$ cat src/rsc_consts.svh
// reset source controller: offsets, field positions, reset values, timing
// assumes inclusion by bare name from the controller module only
`ifndef RSC_CONSTS_SVH
`define RSC_CONSTS_SVH
// =====================================================
// register offsets
`define RSC_OFS_FLAGS 8'h00
`define RSC_OFS_SWRST 8'h01
// =====================================================
// field positions
`define RSC_BIT_GO 0
`define RSC_BIT_DBG 5
`define RSC_BIT_SW 4
`define RSC_BIT_WDT 3
`define RSC_BIT_PIN 2
`define RSC_BIT_BOD 1
`define RSC_BIT_POR 0
`define RSC_FLAGS_W 6
// =====================================================
// reset values
`define RSC_FLAGS_POR_ONLY 6'h01
`define RSC_SWRST_RST 8'h00
`define RSC_SYNC_INIT 5'h04
// =====================================================
// timing
`define RSC_CLK_MHZ 40
`define RSC_SUT_STEP_US 1000
`define RSC_SUT_STEP_CYC (`RSC_SUT_STEP_US * `RSC_CLK_MHZ)
`define RSC_CNT_W 20
`define RSC_SUT_MAX_CODE 7
`endif

$ cat src/rsc_pkg.sv
// reset source controller: shared types
// assumes rsc_consts.svh on the include path
package rsc_pkg;
  // =====================================================
  // sequencer states
  typedef enum logic [2:0] {
    ST_HOLD,
    ST_FUSE,
    ST_SUT,
    ST_SCAN,
    ST_RUN
  } rsc_state_e;
  // =====================================================
  // register port request
  typedef struct packed {
    logic [7:0] addr;
    logic [7:0] wdata;
    logic wr;
    logic rd;
  } rsc_bus_s;
  // =====================================================
  // fuse settings, static while running
  typedef struct packed {
    logic pin_en;
    logic bod_en;
    logic scan_en;
    logic [2:0] startup_time_setting;
  } rsc_fuse_s;
  // =====================================================
  // raw asynchronous request levels
  typedef struct packed {
    logic dbg;
    logic wdt;
    logic pin_n;
    logic brownout_detector;
    logic por;
  } rsc_src_s;
endpackage : rsc_pkg

$ cat src/rsc_sync.sv
// reset source controller: two-flop level synchroniser
// assumes inputs asynchronous to i_mclk
`timescale 1ns/1ps
module rsc_sync #(
  parameter int W = 5,
  parameter logic [W-1:0] P_INIT = '0
) (
  // clock and control
  input wire logic i_mclk,
  input wire logic i_rst_n,
  input wire logic i_ce,
  // data
  input wire logic [W-1:0] i_d,
  output logic [W-1:0] o_q
);
  logic [W-1:0] meta;

  if (W < 1) begin : g_bad_w
    $error("rsc_sync width must be at least one");
  end

  always_ff @(posedge i_mclk) begin
    if (!i_rst_n) begin
      meta <= P_INIT;
      o_q <= P_INIT;
    end else if (i_ce) begin
      meta <= i_d;
      o_q <= meta;
    end
  end
endmodule : rsc_sync

$ cat src/rsc_reset_source_controller.sv
// reset source controller: request gathering, init sequencing, cause flags
// assumes a fuse loader and memory scan unit with level request/done handshakes
// Notes on behaviour
// - controller always on; each source needing enable is gated by its enable
// - every reset reloads fuse-loaded registers before running again
// - power-on always enabled, holds reset until whole init sequence ends
// - enabled reset pin low requests reset until pin high again
// - watchdog timeout request is accepted as system reset
// - writing one to trigger bit starts reset at once, held until done
// - trigger bit always reads zero
// - all resets reload fuses; only supply resets reset debug port logic
// - init after release; start-up delay added only for supply resets
// - enabled memory scan runs as part of reset init
// - works in active and every sleep mode
// - protected write without unlock leaves register unchanged
// - trigger register protected by io key; flags unprotected
// - flags bits 5..0: debug, software, watchdog, pin, brown-out, power-on
// - writing one clears a flag, zero leaves it
// - power-on clears all flags but sets power-on flag
// - after power-on no other flag sets until full boot completes
`timescale 1ns/1ps
`include "rsc_consts.svh"
module rsc_reset_source_controller #(
  parameter int P_SUT_STEP_CYC = `RSC_SUT_STEP_CYC
) (
  // clock, power-on reset, clock enable
  input wire logic i_mclk,
  input wire logic i_rst_n,
  input wire logic i_ce,
  // register port
  input wire rsc_pkg::rsc_bus_s i_bus,
  output logic [7:0] o_rdata,
  // change protection window open for io key
  input wire logic i_ccp_unlock,
  // fuses and software enables
  input wire rsc_pkg::rsc_fuse_s i_fuse,
  input wire logic i_wdt_en,
  // raw reset requests
  input wire rsc_pkg::rsc_src_s i_src,
  // fuse reload handshake
  output logic o_fuse_load,
  input wire logic i_fuse_done,
  // memory scan handshake
  output logic o_scan_run,
  input wire logic i_scan_done,
  // reset outputs
  output logic o_sys_rst_n,
  output logic o_dbg_rst_n,
  output logic [`RSC_FLAGS_W-1:0] o_flags
);
  import rsc_pkg::*;

  // =====================================================
  // parameter check
  if (P_SUT_STEP_CYC < 1 ||
      longint'(P_SUT_STEP_CYC) * `RSC_SUT_MAX_CODE >= (longint'(1) << `RSC_CNT_W)) begin : g_bad_sut
    $error("start-up step does not fit the delay counter");
  end

  // =====================================================
  // declarations
  rsc_src_s src_q;
  rsc_state_e state;
  logic [`RSC_FLAGS_W-1:0] flags;
  logic [`RSC_FLAGS_W-1:0] cause;
  logic [`RSC_FLAGS_W-1:0] next_flags;
  logic [`RSC_CNT_W-1:0] sut_cnt;
  logic sw_go;
  logic pwr_req;
  logic req_any;
  logic power_seq;
  logic boot_lock;
  logic wr_flags;
  logic wr_swrst;
  logic sut_needed;

  // =====================================================
  // input synchronisation
  rsc_sync #(
    .W(5),
    .P_INIT(`RSC_SYNC_INIT)
  ) u_sync (
    .i_mclk(i_mclk),
    .i_rst_n(i_rst_n),
    .i_ce(i_ce),
    .i_d(i_src),
    .o_q(src_q)
  );

  // =====================================================
  // address decode
  assign wr_flags = i_bus.wr && (i_bus.addr == `RSC_OFS_FLAGS);
  assign wr_swrst = i_bus.wr && (i_bus.addr == `RSC_OFS_SWRST);

  // trigger only with unlock window open
  assign sw_go = wr_swrst && i_ccp_unlock && i_bus.wdata[`RSC_BIT_GO];

  // =====================================================
  // request gathering
  always_comb begin
    cause = '0;
    cause[`RSC_BIT_POR] = src_q.por;
    cause[`RSC_BIT_BOD] = src_q.brownout_detector && i_fuse.bod_en;
    cause[`RSC_BIT_PIN] = !src_q.pin_n && i_fuse.pin_en;
    cause[`RSC_BIT_WDT] = src_q.wdt && i_wdt_en;
    cause[`RSC_BIT_SW] = sw_go;
    cause[`RSC_BIT_DBG] = src_q.dbg;
  end

  assign pwr_req = cause[`RSC_BIT_POR] || cause[`RSC_BIT_BOD];
  assign req_any = |cause;
  assign sut_needed = power_seq && (i_fuse.startup_time_setting != 3'h0);

  // =====================================================
  // init sequencer
  always_ff @(posedge i_mclk) begin
    if (!i_rst_n) begin
      state <= ST_HOLD;
    end else if (i_ce) begin
      if (req_any) begin
        state <= ST_HOLD;
      end else begin
        case (state)
          ST_HOLD: begin
            state <= ST_FUSE;
          end
          ST_FUSE: begin
            if (i_fuse_done) begin
              if (sut_needed) begin
                state <= ST_SUT;
              end else if (i_fuse.scan_en) begin
                state <= ST_SCAN;
              end else begin
                state <= ST_RUN;
              end
            end
          end
          ST_SUT: begin
            if (sut_cnt == '0) begin
              state <= i_fuse.scan_en ? ST_SCAN : ST_RUN;
            end
          end
          ST_SCAN: begin
            if (i_scan_done) begin
              state <= ST_RUN;
            end
          end
          ST_RUN: begin
            state <= ST_RUN;
          end
          default: begin
            state <= ST_HOLD;
          end
        endcase
      end
    end
  end

  // =====================================================
  // start-up delay counter
  always_ff @(posedge i_mclk) begin
    if (!i_rst_n) begin
      sut_cnt <= '0;
    end else if (i_ce) begin
      if (state == ST_FUSE) begin
        sut_cnt <= `RSC_CNT_W'(i_fuse.startup_time_setting * P_SUT_STEP_CYC - 1);
      end else if (state == ST_SUT && sut_cnt != '0) begin
        sut_cnt <= sut_cnt - `RSC_CNT_W'(1);
      end
    end
  end

  // =====================================================
  // supply-reset tracking
  always_ff @(posedge i_mclk) begin
    if (!i_rst_n) begin
      power_seq <= 1'b1;
    end else if (i_ce) begin
      if (state == ST_RUN) begin
        power_seq <= pwr_req;
      end else begin
        power_seq <= power_seq || pwr_req;
      end
    end
  end

  // =====================================================
  // boot lock after power-on
  always_ff @(posedge i_mclk) begin
    if (!i_rst_n) begin
      boot_lock <= 1'b1;
    end else if (i_ce) begin
      if (cause[`RSC_BIT_POR]) begin
        boot_lock <= 1'b1;
      end else if (state == ST_RUN) begin
        boot_lock <= 1'b0;
      end
    end
  end

  // =====================================================
  // cause flags
  always_comb begin
    next_flags = flags;
    if (wr_flags) begin
      next_flags = next_flags & ~i_bus.wdata[`RSC_FLAGS_W-1:0];
    end
    if (!boot_lock) begin
      next_flags = next_flags | cause;
    end
    if (cause[`RSC_BIT_POR]) begin
      next_flags = `RSC_FLAGS_POR_ONLY;
    end
  end

  always_ff @(posedge i_mclk) begin
    if (!i_rst_n) begin
      flags <= `RSC_FLAGS_POR_ONLY;
    end else if (i_ce) begin
      flags <= next_flags;
    end
  end

  // =====================================================
  // read data
  always_ff @(posedge i_mclk) begin
    if (!i_rst_n) begin
      o_rdata <= 8'h00;
    end else if (i_ce) begin
      if (i_bus.rd && i_bus.addr == `RSC_OFS_FLAGS) begin
        o_rdata <= {2'h0, flags};
      end else begin
        o_rdata <= `RSC_SWRST_RST;
      end
    end
  end

  // =====================================================
  // outputs
  assign o_flags = flags;
  assign o_fuse_load = (state == ST_FUSE);
  assign o_scan_run = (state == ST_SCAN);
  assign o_sys_rst_n = (state == ST_RUN) && !req_any;
  assign o_dbg_rst_n = !(power_seq && state != ST_RUN);

  // =====================================================
  // checks
  AST_SWRST_READS_ZERO: assert property (
    @(posedge i_mclk) disable iff (!i_rst_n)
    (i_ce && i_bus.rd && i_bus.addr == `RSC_OFS_SWRST) |=> (o_rdata == 8'h00)
  ) else $error("trigger register read not zero");

  AST_SW_GO_RESETS: assert property (
    @(posedge i_mclk) disable iff (!i_rst_n)
    (i_ce && state == ST_RUN && sw_go) |-> !o_sys_rst_n ##1 (state == ST_HOLD)
  ) else $error("software trigger did not reset");

  AST_LOCKED_WRITE: assert property (
    @(posedge i_mclk) disable iff (!i_rst_n)
    (i_ce && wr_swrst && !i_ccp_unlock && state == ST_RUN && !req_any) |=> (state == ST_RUN)
  ) else $error("locked write reached the trigger");

  AST_PIN_HOLDS: assert property (
    @(posedge i_mclk) disable iff (!i_rst_n)
    (i_fuse.pin_en && !src_q.pin_n) |-> !o_sys_rst_n
  ) else $error("pin low but system running");

  AST_BOD_GATED: assert property (
    @(posedge i_mclk) disable iff (!i_rst_n)
    (!i_fuse.bod_en && state == ST_RUN && !sw_go && !src_q.dbg && !src_q.por &&
     !(src_q.wdt && i_wdt_en) && !(i_fuse.pin_en && !src_q.pin_n)) |-> o_sys_rst_n
  ) else $error("disabled source caused reset");

  AST_POR_FLAGS: assert property (
    @(posedge i_mclk) disable iff (!i_rst_n)
    (i_ce && src_q.por) |=> (flags == `RSC_FLAGS_POR_ONLY)
  ) else $error("power-on flags wrong");

  AST_BOOT_LOCK: assert property (
    @(posedge i_mclk) disable iff (!i_rst_n)
    boot_lock |-> (flags[`RSC_FLAGS_W-1:1] == '0)
  ) else $error("flag set before boot done");

  AST_FUSE_FIRST: assert property (
    @(posedge i_mclk) disable iff (!i_rst_n)
    (i_ce && state == ST_HOLD && !req_any) |=> o_fuse_load
  ) else $error("fuse reload skipped");

  AST_NO_SUT_USER: assert property (
    @(posedge i_mclk) disable iff (!i_rst_n)
    (i_ce && state == ST_FUSE && i_fuse_done && !power_seq && !i_fuse.scan_en && !req_any)
    |=> (state == ST_RUN)
  ) else $error("user reset got start-up delay");

  AST_SCAN_RUNS: assert property (
    @(posedge i_mclk) disable iff (!i_rst_n)
    (i_ce && state == ST_FUSE && i_fuse_done && !sut_needed && i_fuse.scan_en && !req_any)
    |=> o_scan_run
  ) else $error("memory scan skipped");

  AST_W1C: assert property (
    @(posedge i_mclk) disable iff (!i_rst_n)
    (i_ce && wr_flags && !req_any) |=>
    (flags == ($past(flags) & ~$past(i_bus.wdata[`RSC_FLAGS_W-1:0])))
  ) else $error("flag clear wrong");

  AST_DBG_USER: assert property (
    @(posedge i_mclk) disable iff (!i_rst_n)
    (i_ce && state == ST_RUN && req_any && !pwr_req) |=> o_dbg_rst_n
  ) else $error("user reset hit debug port");

  AST_DBG_SUPPLY: assert property (
    @(posedge i_mclk) disable iff (!i_rst_n)
    (i_ce && pwr_req) |=> !o_dbg_rst_n
  ) else $error("supply reset missed debug port");

  AST_REQ_RESTARTS: assert property (
    @(posedge i_mclk) disable iff (!i_rst_n)
    (i_ce && req_any) |=> (state == ST_HOLD)
  ) else $error("request did not restart init");

  AST_WDT_RESETS: assert property (
    @(posedge i_mclk) disable iff (!i_rst_n)
    (src_q.wdt && i_wdt_en) |-> !o_sys_rst_n
  ) else $error("watchdog request ignored");

  AST_SUT_POWER: assert property (
    @(posedge i_mclk) disable iff (!i_rst_n)
    (i_ce && state == ST_FUSE && i_fuse_done && sut_needed && !req_any)
    |=> (state == ST_SUT)
  ) else $error("supply reset skipped start-up delay");

  AST_SUT_COUNT: assert property (
    @(posedge i_mclk) disable iff (!i_rst_n)
    (i_ce && state == ST_SUT && sut_cnt != '0 && !req_any)
    |=> (state == ST_SUT && sut_cnt == $past(sut_cnt) - `RSC_CNT_W'(1))
  ) else $error("start-up delay cut short");

  AST_FLAGS_SET: assert property (
    @(posedge i_mclk) disable iff (!i_rst_n)
    (i_ce && !boot_lock && !cause[`RSC_BIT_POR]) |=> ((flags & $past(cause)) == $past(cause))
  ) else $error("active cause flag not set");
endmodule : rsc_reset_source_controller

$ cat config.mk
export PLATFORM = sky130hd
export DESIGN_NAME = rsc_reset_source_controller
export DESIGN_NICKNAME = d
export VERILOG_FILES = /design/src/rsc_pkg.sv /design/src/rsc_sync.sv /design/src/rsc_reset_source_controller.sv
export VERILOG_INCLUDE_DIRS = /design/src /design/src/src
export SDC_FILE = /design/constraint.sdc
export NUM_CORES = 1
export LEC_CHECK = 0
export ABC_CLOCK_PERIOD_IN_PS = 9200
export BUFFER_PORTS_ARGS = -buffer_cell sky130_fd_sc_hd__clkbuf_2
export CAP_MARGIN = 20
export CORE_UTILIZATION = 25
export CTS_CLUSTER_SIZE = 8
export DETAILED_ROUTE_END_ITERATION = 10
export SYNTH_ARGS = -nofsm -noshare
export SYNTH_HDL_FRONTEND = slang
export SYNTH_SLANG_ARGS = --single-unit
$ cat constraint.sdc
create_clock -name i_mclk -period 9.2 [get_ports i_mclk]
set_input_delay 0.92 -clock i_mclk [delete_from_list [all_inputs] [get_ports i_mclk]]
set_output_delay 0.92 -clock i_mclk [all_outputs]
set_load 0.005 [all_outputs]
Word-level counts from Yosys, hierarchy flattened --
Index checks and enable logic that the tools add are counted.
Word-level totals: bits in read-only memories 0, logic and storage cells 67, bits in latches 0, output and inout bits 18, memories kept 0, bits of input ports 36, bits in registers 49, RAM bits 0
Cells by class: reduce and logical (&&, ||, !) cells 28, $add $sub $neg 2, mux-type cells 16, $mul 1, div/mod/pow operators 0, bitwise gates (word level) 3, order comparisons 0, shifts and indexed selects 0, eq/ne operators 9
Operator list (number):
- 20-bit 2-to-1 mux | 2
- 6-bit 2-to-1 mux | 4
- 20-bit logical NOT | 1
- 20-bit nonzero test | 1
- 19-bit by 1-bit subtractor with 20-bit output, second input constant | 1
- 20-bit by 1-bit subtractor with 20-bit output, second input constant | 1
- 3-bit 2-to-1 mux | 6
- 3-bit case mux with 5 select lines | 1
- 3-bit by 10-bit multiplier with 13-bit output, second input constant | 1
- 1-bit logical AND | 12
- 8-bit by 1-bit == test with 1-bit output, second input constant | 1
- 8-bit logical NOT | 1
- 6-bit bitwise AND | 1
- 3-bit by 2-bit == test with 1-bit output, second input constant | 2
- 3-bit by 1-bit != test with 1-bit output, second input constant | 2
- 3-bit != test, second input constant | 2
- 6-bit inverter | 1
- 6-bit OR | 1
- 6-bit OR reduction | 1
- 2-bit AND reduction | 2
- 4-bit AND reduction | 1
- 2-bit nonzero test | 2
- 3-bit by 1-bit == test with 1-bit output, second input constant | 1
- 3-bit == test, second input constant | 1
- 5 further kinds | 10

Longest topological paths before layout --
depth after elaboration 7, gate-level depth with buffers 12, gate-level depth less buffers 11

Hierarchy --
Synthesis repeated with hierarchy kept, for this count alone.
Unflattened totals: cell total of the unflattened synthesis 370, area, all modules 3074.2 um^2
By module, submodules not included:
- rsc_reset_source_controller | area an instance 2705.1 um^2, cells an instance 339, times used 1
- rsc_sync | area an instance 369.1 um^2, cells an instance 31, times used 1

Worst setup path after synthesis --
No wires, ideal clock.
path type input to register, from in i_fuse[0] (netlist name), to reg sut_cnt[17], required time 9.084 ns, stages on the path 11, path buffers 1, arrival time 3.642 ns, path slack 5.441 ns, cells stage by stage clkbuf_1 inv_1 fa_1 inv_1 ha_1 or4b_2 nor3_1 nand2_1 nor2_1 xnor2_1 o211a_1
On the way: cells in the longest elaborated chain, start to end 3
Ends and longest elaborated chain:
- from (decl) | RTL line rsc_reset_source_controller.sv:36 | input wire rsc_pkg::rsc_fuse_s i_fuse,
- 3-bit by 10-bit multiplier with 13-bit output | RTL line rsc_reset_source_controller.sv:166 | sut_cnt <= `RSC_CNT_W'(i_fuse.startup_time_setting * P_SUT_STEP_CYC - 1);
- 19-bit by 1-bit subtractor with 20-bit output | RTL line rsc_reset_source_controller.sv:166
- 20-bit 2-to-1 mux | RTL line rsc_reset_source_controller.sv:165 | if (state == ST_FUSE) begin
- to (signal assigned) | RTL line rsc_reset_source_controller.sv:166
- to (signal assigned) | RTL line rsc_reset_source_controller.sv:168 | sut_cnt <= sut_cnt - `RSC_CNT_W'(1);
- to (decl) | RTL line rsc_reset_source_controller.sv:67 | logic [`RSC_CNT_W-1:0] sut_cnt;
Every way passes these cells. A chain may end at the register's enable or synchronous reset.

Worst setup path after layout --
Same ends and word-level chain as after synthesis.

==> reports/qor.txt <==
via count - 2684
standard-cell rows - 38
Hold Buf Count CTS - 0
core area - 10900 um^2
Static Leak - 1.38 nW
antenna violations before repair - 0
Reg clk slew, reported paths - 60 ps
crit start category - input pin
CTS root buffer - clkbuf_16
Hold Path Stages - 2
Reg area - 941 um^2
Filler Cells Inserted - 1184
CTS Buf Count - 5
Antenna Nets Post-Route - 0
worst path cell trace - clkbuf_2, inv_1, fa_1, inv_1, ha_1, or4b_2, nor3_1, nand2_1, nor2_1, xnor2_1, o211a_1
drt pass-1 iters - 4
worst setup path category - in -> reg
Hold WC Path Type - reg -> reg
top achievable clock speed - 270 MHz
#FFs+latches synth - 47
Final period util - 0.402
Die H - 109 um
Clock Skew - 2.87 ps
WP data required - 9380 ps
Synth Warn # - 0
r2r worst-path depth - 7
FF-to-FF setup slack - 6200 ps
Placed Instances - 529
fin crit period - 3700 ps
vias per inst - 5.00
worst skew pair latency - 290 ps
Data arrival, critical path - 3880 ps
worst-margin pin slew - 713 ps
first-pass GRT wire length - 11400 um
Antenna diodes - 0
synth unique cells - 59
top cells by area, synth - dfxtp_1, a21oi_1, nand2_1
Hold Vio Cnt, Final - 0
Critical Path Most Common Cell - inv_1
Die ar. - 11800 um^2
Initial Util - 0.259
Post-synth top cells - dfxtp_1, nand2_1, nor2_1
gpl congestion - 0.785
Die Width - 109 um
Avg Cell Area, Syn - 8.02 um^2
Post-DP Area - 3200 um^2
CP max stage cell - or4b_2
DRC Markers - 0
cell taking the most area after synthesis - dfxtp_1
design area - 3350 um^2
all-layer global routing usage - 0.121
final core utilization - 0.307
setup TNS - 0 ps
HPWL after detailed placement - 5280 um
WL/cell - 13.2 um
fin nets - 446
Synth top area share - 0.332
RSZ-0062 raised after global routing - no
CTS tree - yes
hold endpoint - u_sync.meta[2]$_SDFFE_PN1P_
MaxCap Viol Count - 0
Max transition margin - 0.524
Syn Std Cell Area - 2840 um^2
most used standard cell by instance count after synthesis - dfxtp_1
RR Startpoint - state[0]$_SDFFE_PN0P_
# port buffers - 49
largest net degree at the start of global routing - 26
Post-synth EDFFs - 0
crit end category - flop
post-CTS resize count - 0
vias in the first global route - 2445
Post-synth top flop - dfxtp_1
Non-Filler Instances - 537
I/O Pins - 54
Worst Slack Setup Final - 5500 ps
FF-to-FF End - sut_cnt[11]$_SDFFE_PN0P_
pre-CTS setup slack - 5200 ps
H-tree levels - 2
layout cells sized above 1 - 0.169
status - completed
Post-Syn Instances - 354
CP Max Fanout - 11
IR drop worst, VDD - 0.0684 mV
maximum clock insertion buffer count - 2
setup violators final - 0
Multi-input gate area - 1780 um^2
slowest stage delay, CP - 720 ps
Routed WL - 7110 um
area added between synthesis and finish - 18.1%
hold path start - u_sync.meta[2]$_SDFFE_PN1P_
CTS Sinks - 47
asr flop ratio synth - 0
total congestion overflow - 0
sequential area share after synthesis - 0.332
initial DRC count - 156
fin. max-slew vios - 0
Post-CTS Setup Inserts - 0
P per Cell Area - 183 nW/um^2
==> through the flow <==
stage                     total power, mW  hold slack (ps)
final                               0.614              474
after global routing                0.652              507
after CTS                           0.617              476
after detailed placement            0.430              461
after global placement              0.426              457
after floorplan                     0.386              432
==> layout make-up <==
type	count	area share
sequential	47	0.281
multi-input combinational	277	0.530
timing repair buffer	49	0.0732
clock buffer	6	0.0414
clock inverter	2	0.00485
tap	140	0.0523
inverter	16	0.0179
==> critical path, delay by kind of cell <==
kind	cells	cell delay, ps
xor gates and xnor gates	1	110
adders and majority gates	2	890
and+or+nand+nor	4	1290
AOI/OAI and AO/OA	1	210
buffers and inverters	3	470
==> metal layers <==
layer	track usage	wire length (um)	share of wire
met5	0	0	0
met4	0.0319	91	0.013
met3	0.0247	235	0.033
met2	0.203	3490	0.49
met1	0.158	3290	0.46
==> state kept, by name (all words and copies together), names as in the netlist <==
register	count
power_seq	1
boot_lock	1
o_flags	6
u_sync.o_q	5
o_rdata	6
sut_cnt	20
state	3
u_sync.meta	5
==> where the power goes <==
part	switching, mW	internal, mW
sequential	0.0147	0.217
combinational	0.115	0.0803
clock	0.0784	0.109
total	0.208	0.406
==> how the worst max path moves through the flow <==
stage / endpoint / startpoint / depth (start not counted)
after global placement: sut_cnt[17]$_SDFFE_PN0P_ / i_fuse[0] / 11
after global routing: sut_cnt[19]$_SDFFE_PN0P_ / i_fuse[0] / 11
after floorplan: sut_cnt[17]$_SDFFE_PN0P_ / i_fuse[0] / 11
after detailed placement: sut_cnt[17]$_SDFFE_PN0P_ / i_fuse[0] / 11
after CTS: sut_cnt[17]$_SDFFE_PN0P_ / i_fuse[0] / 11
final: sut_cnt[17]$_SDFFE_PN0P_ / i_fuse[0] / 11
==> cells in the final DEF (no fill, tap or decap), types with 2 or more instances in the layout <==
cell       instances
and4_1             2
a21boi_0           4
and2_1             2
nor3b_1            2
xor2_1             6
nand3_1           14
or4_1              3
nand2b_1           5
nand4_1            3
clkbuf_2          49
nand4b_1           2
a211oi_1           5
xnor2_1            7
ha_1              11
o211a_1            2
or3_1              4
nand3b_1           4
a31oi_1            2
a21o_1             4
or4_4              2
nor2b_1            6
nand2_1           37
clkbuf_16          5
o22ai_1            5
nor4_1             8
fa_1               3
o311ai_0           2
conb_1             2
a21oi_1           30
mux2i_1           11
dfxtp_1           47
nor3_1             9
o211ai_1           2
a32oi_1            2
o21ai_0           16
a22oi_1            6
inv_1             15
nor2_1            36
==> logic make-up after synthesis <==
family / Yosys count / share of synthesized area
and+or+nand+nor: 146 / 0.267
xor gates and xnor gates: 13 / 0.0401
DFF: 47 / 0.332
muxes: 11 / 0.0388
other: 1 / 0.00132
adders and majority gates: 14 / 0.0697
AOI/OAI and AO/OA: 91 / 0.207
buffers and inverters: 31 / 0.0441
Note: power is estimated with default switching activity, not from simulation.
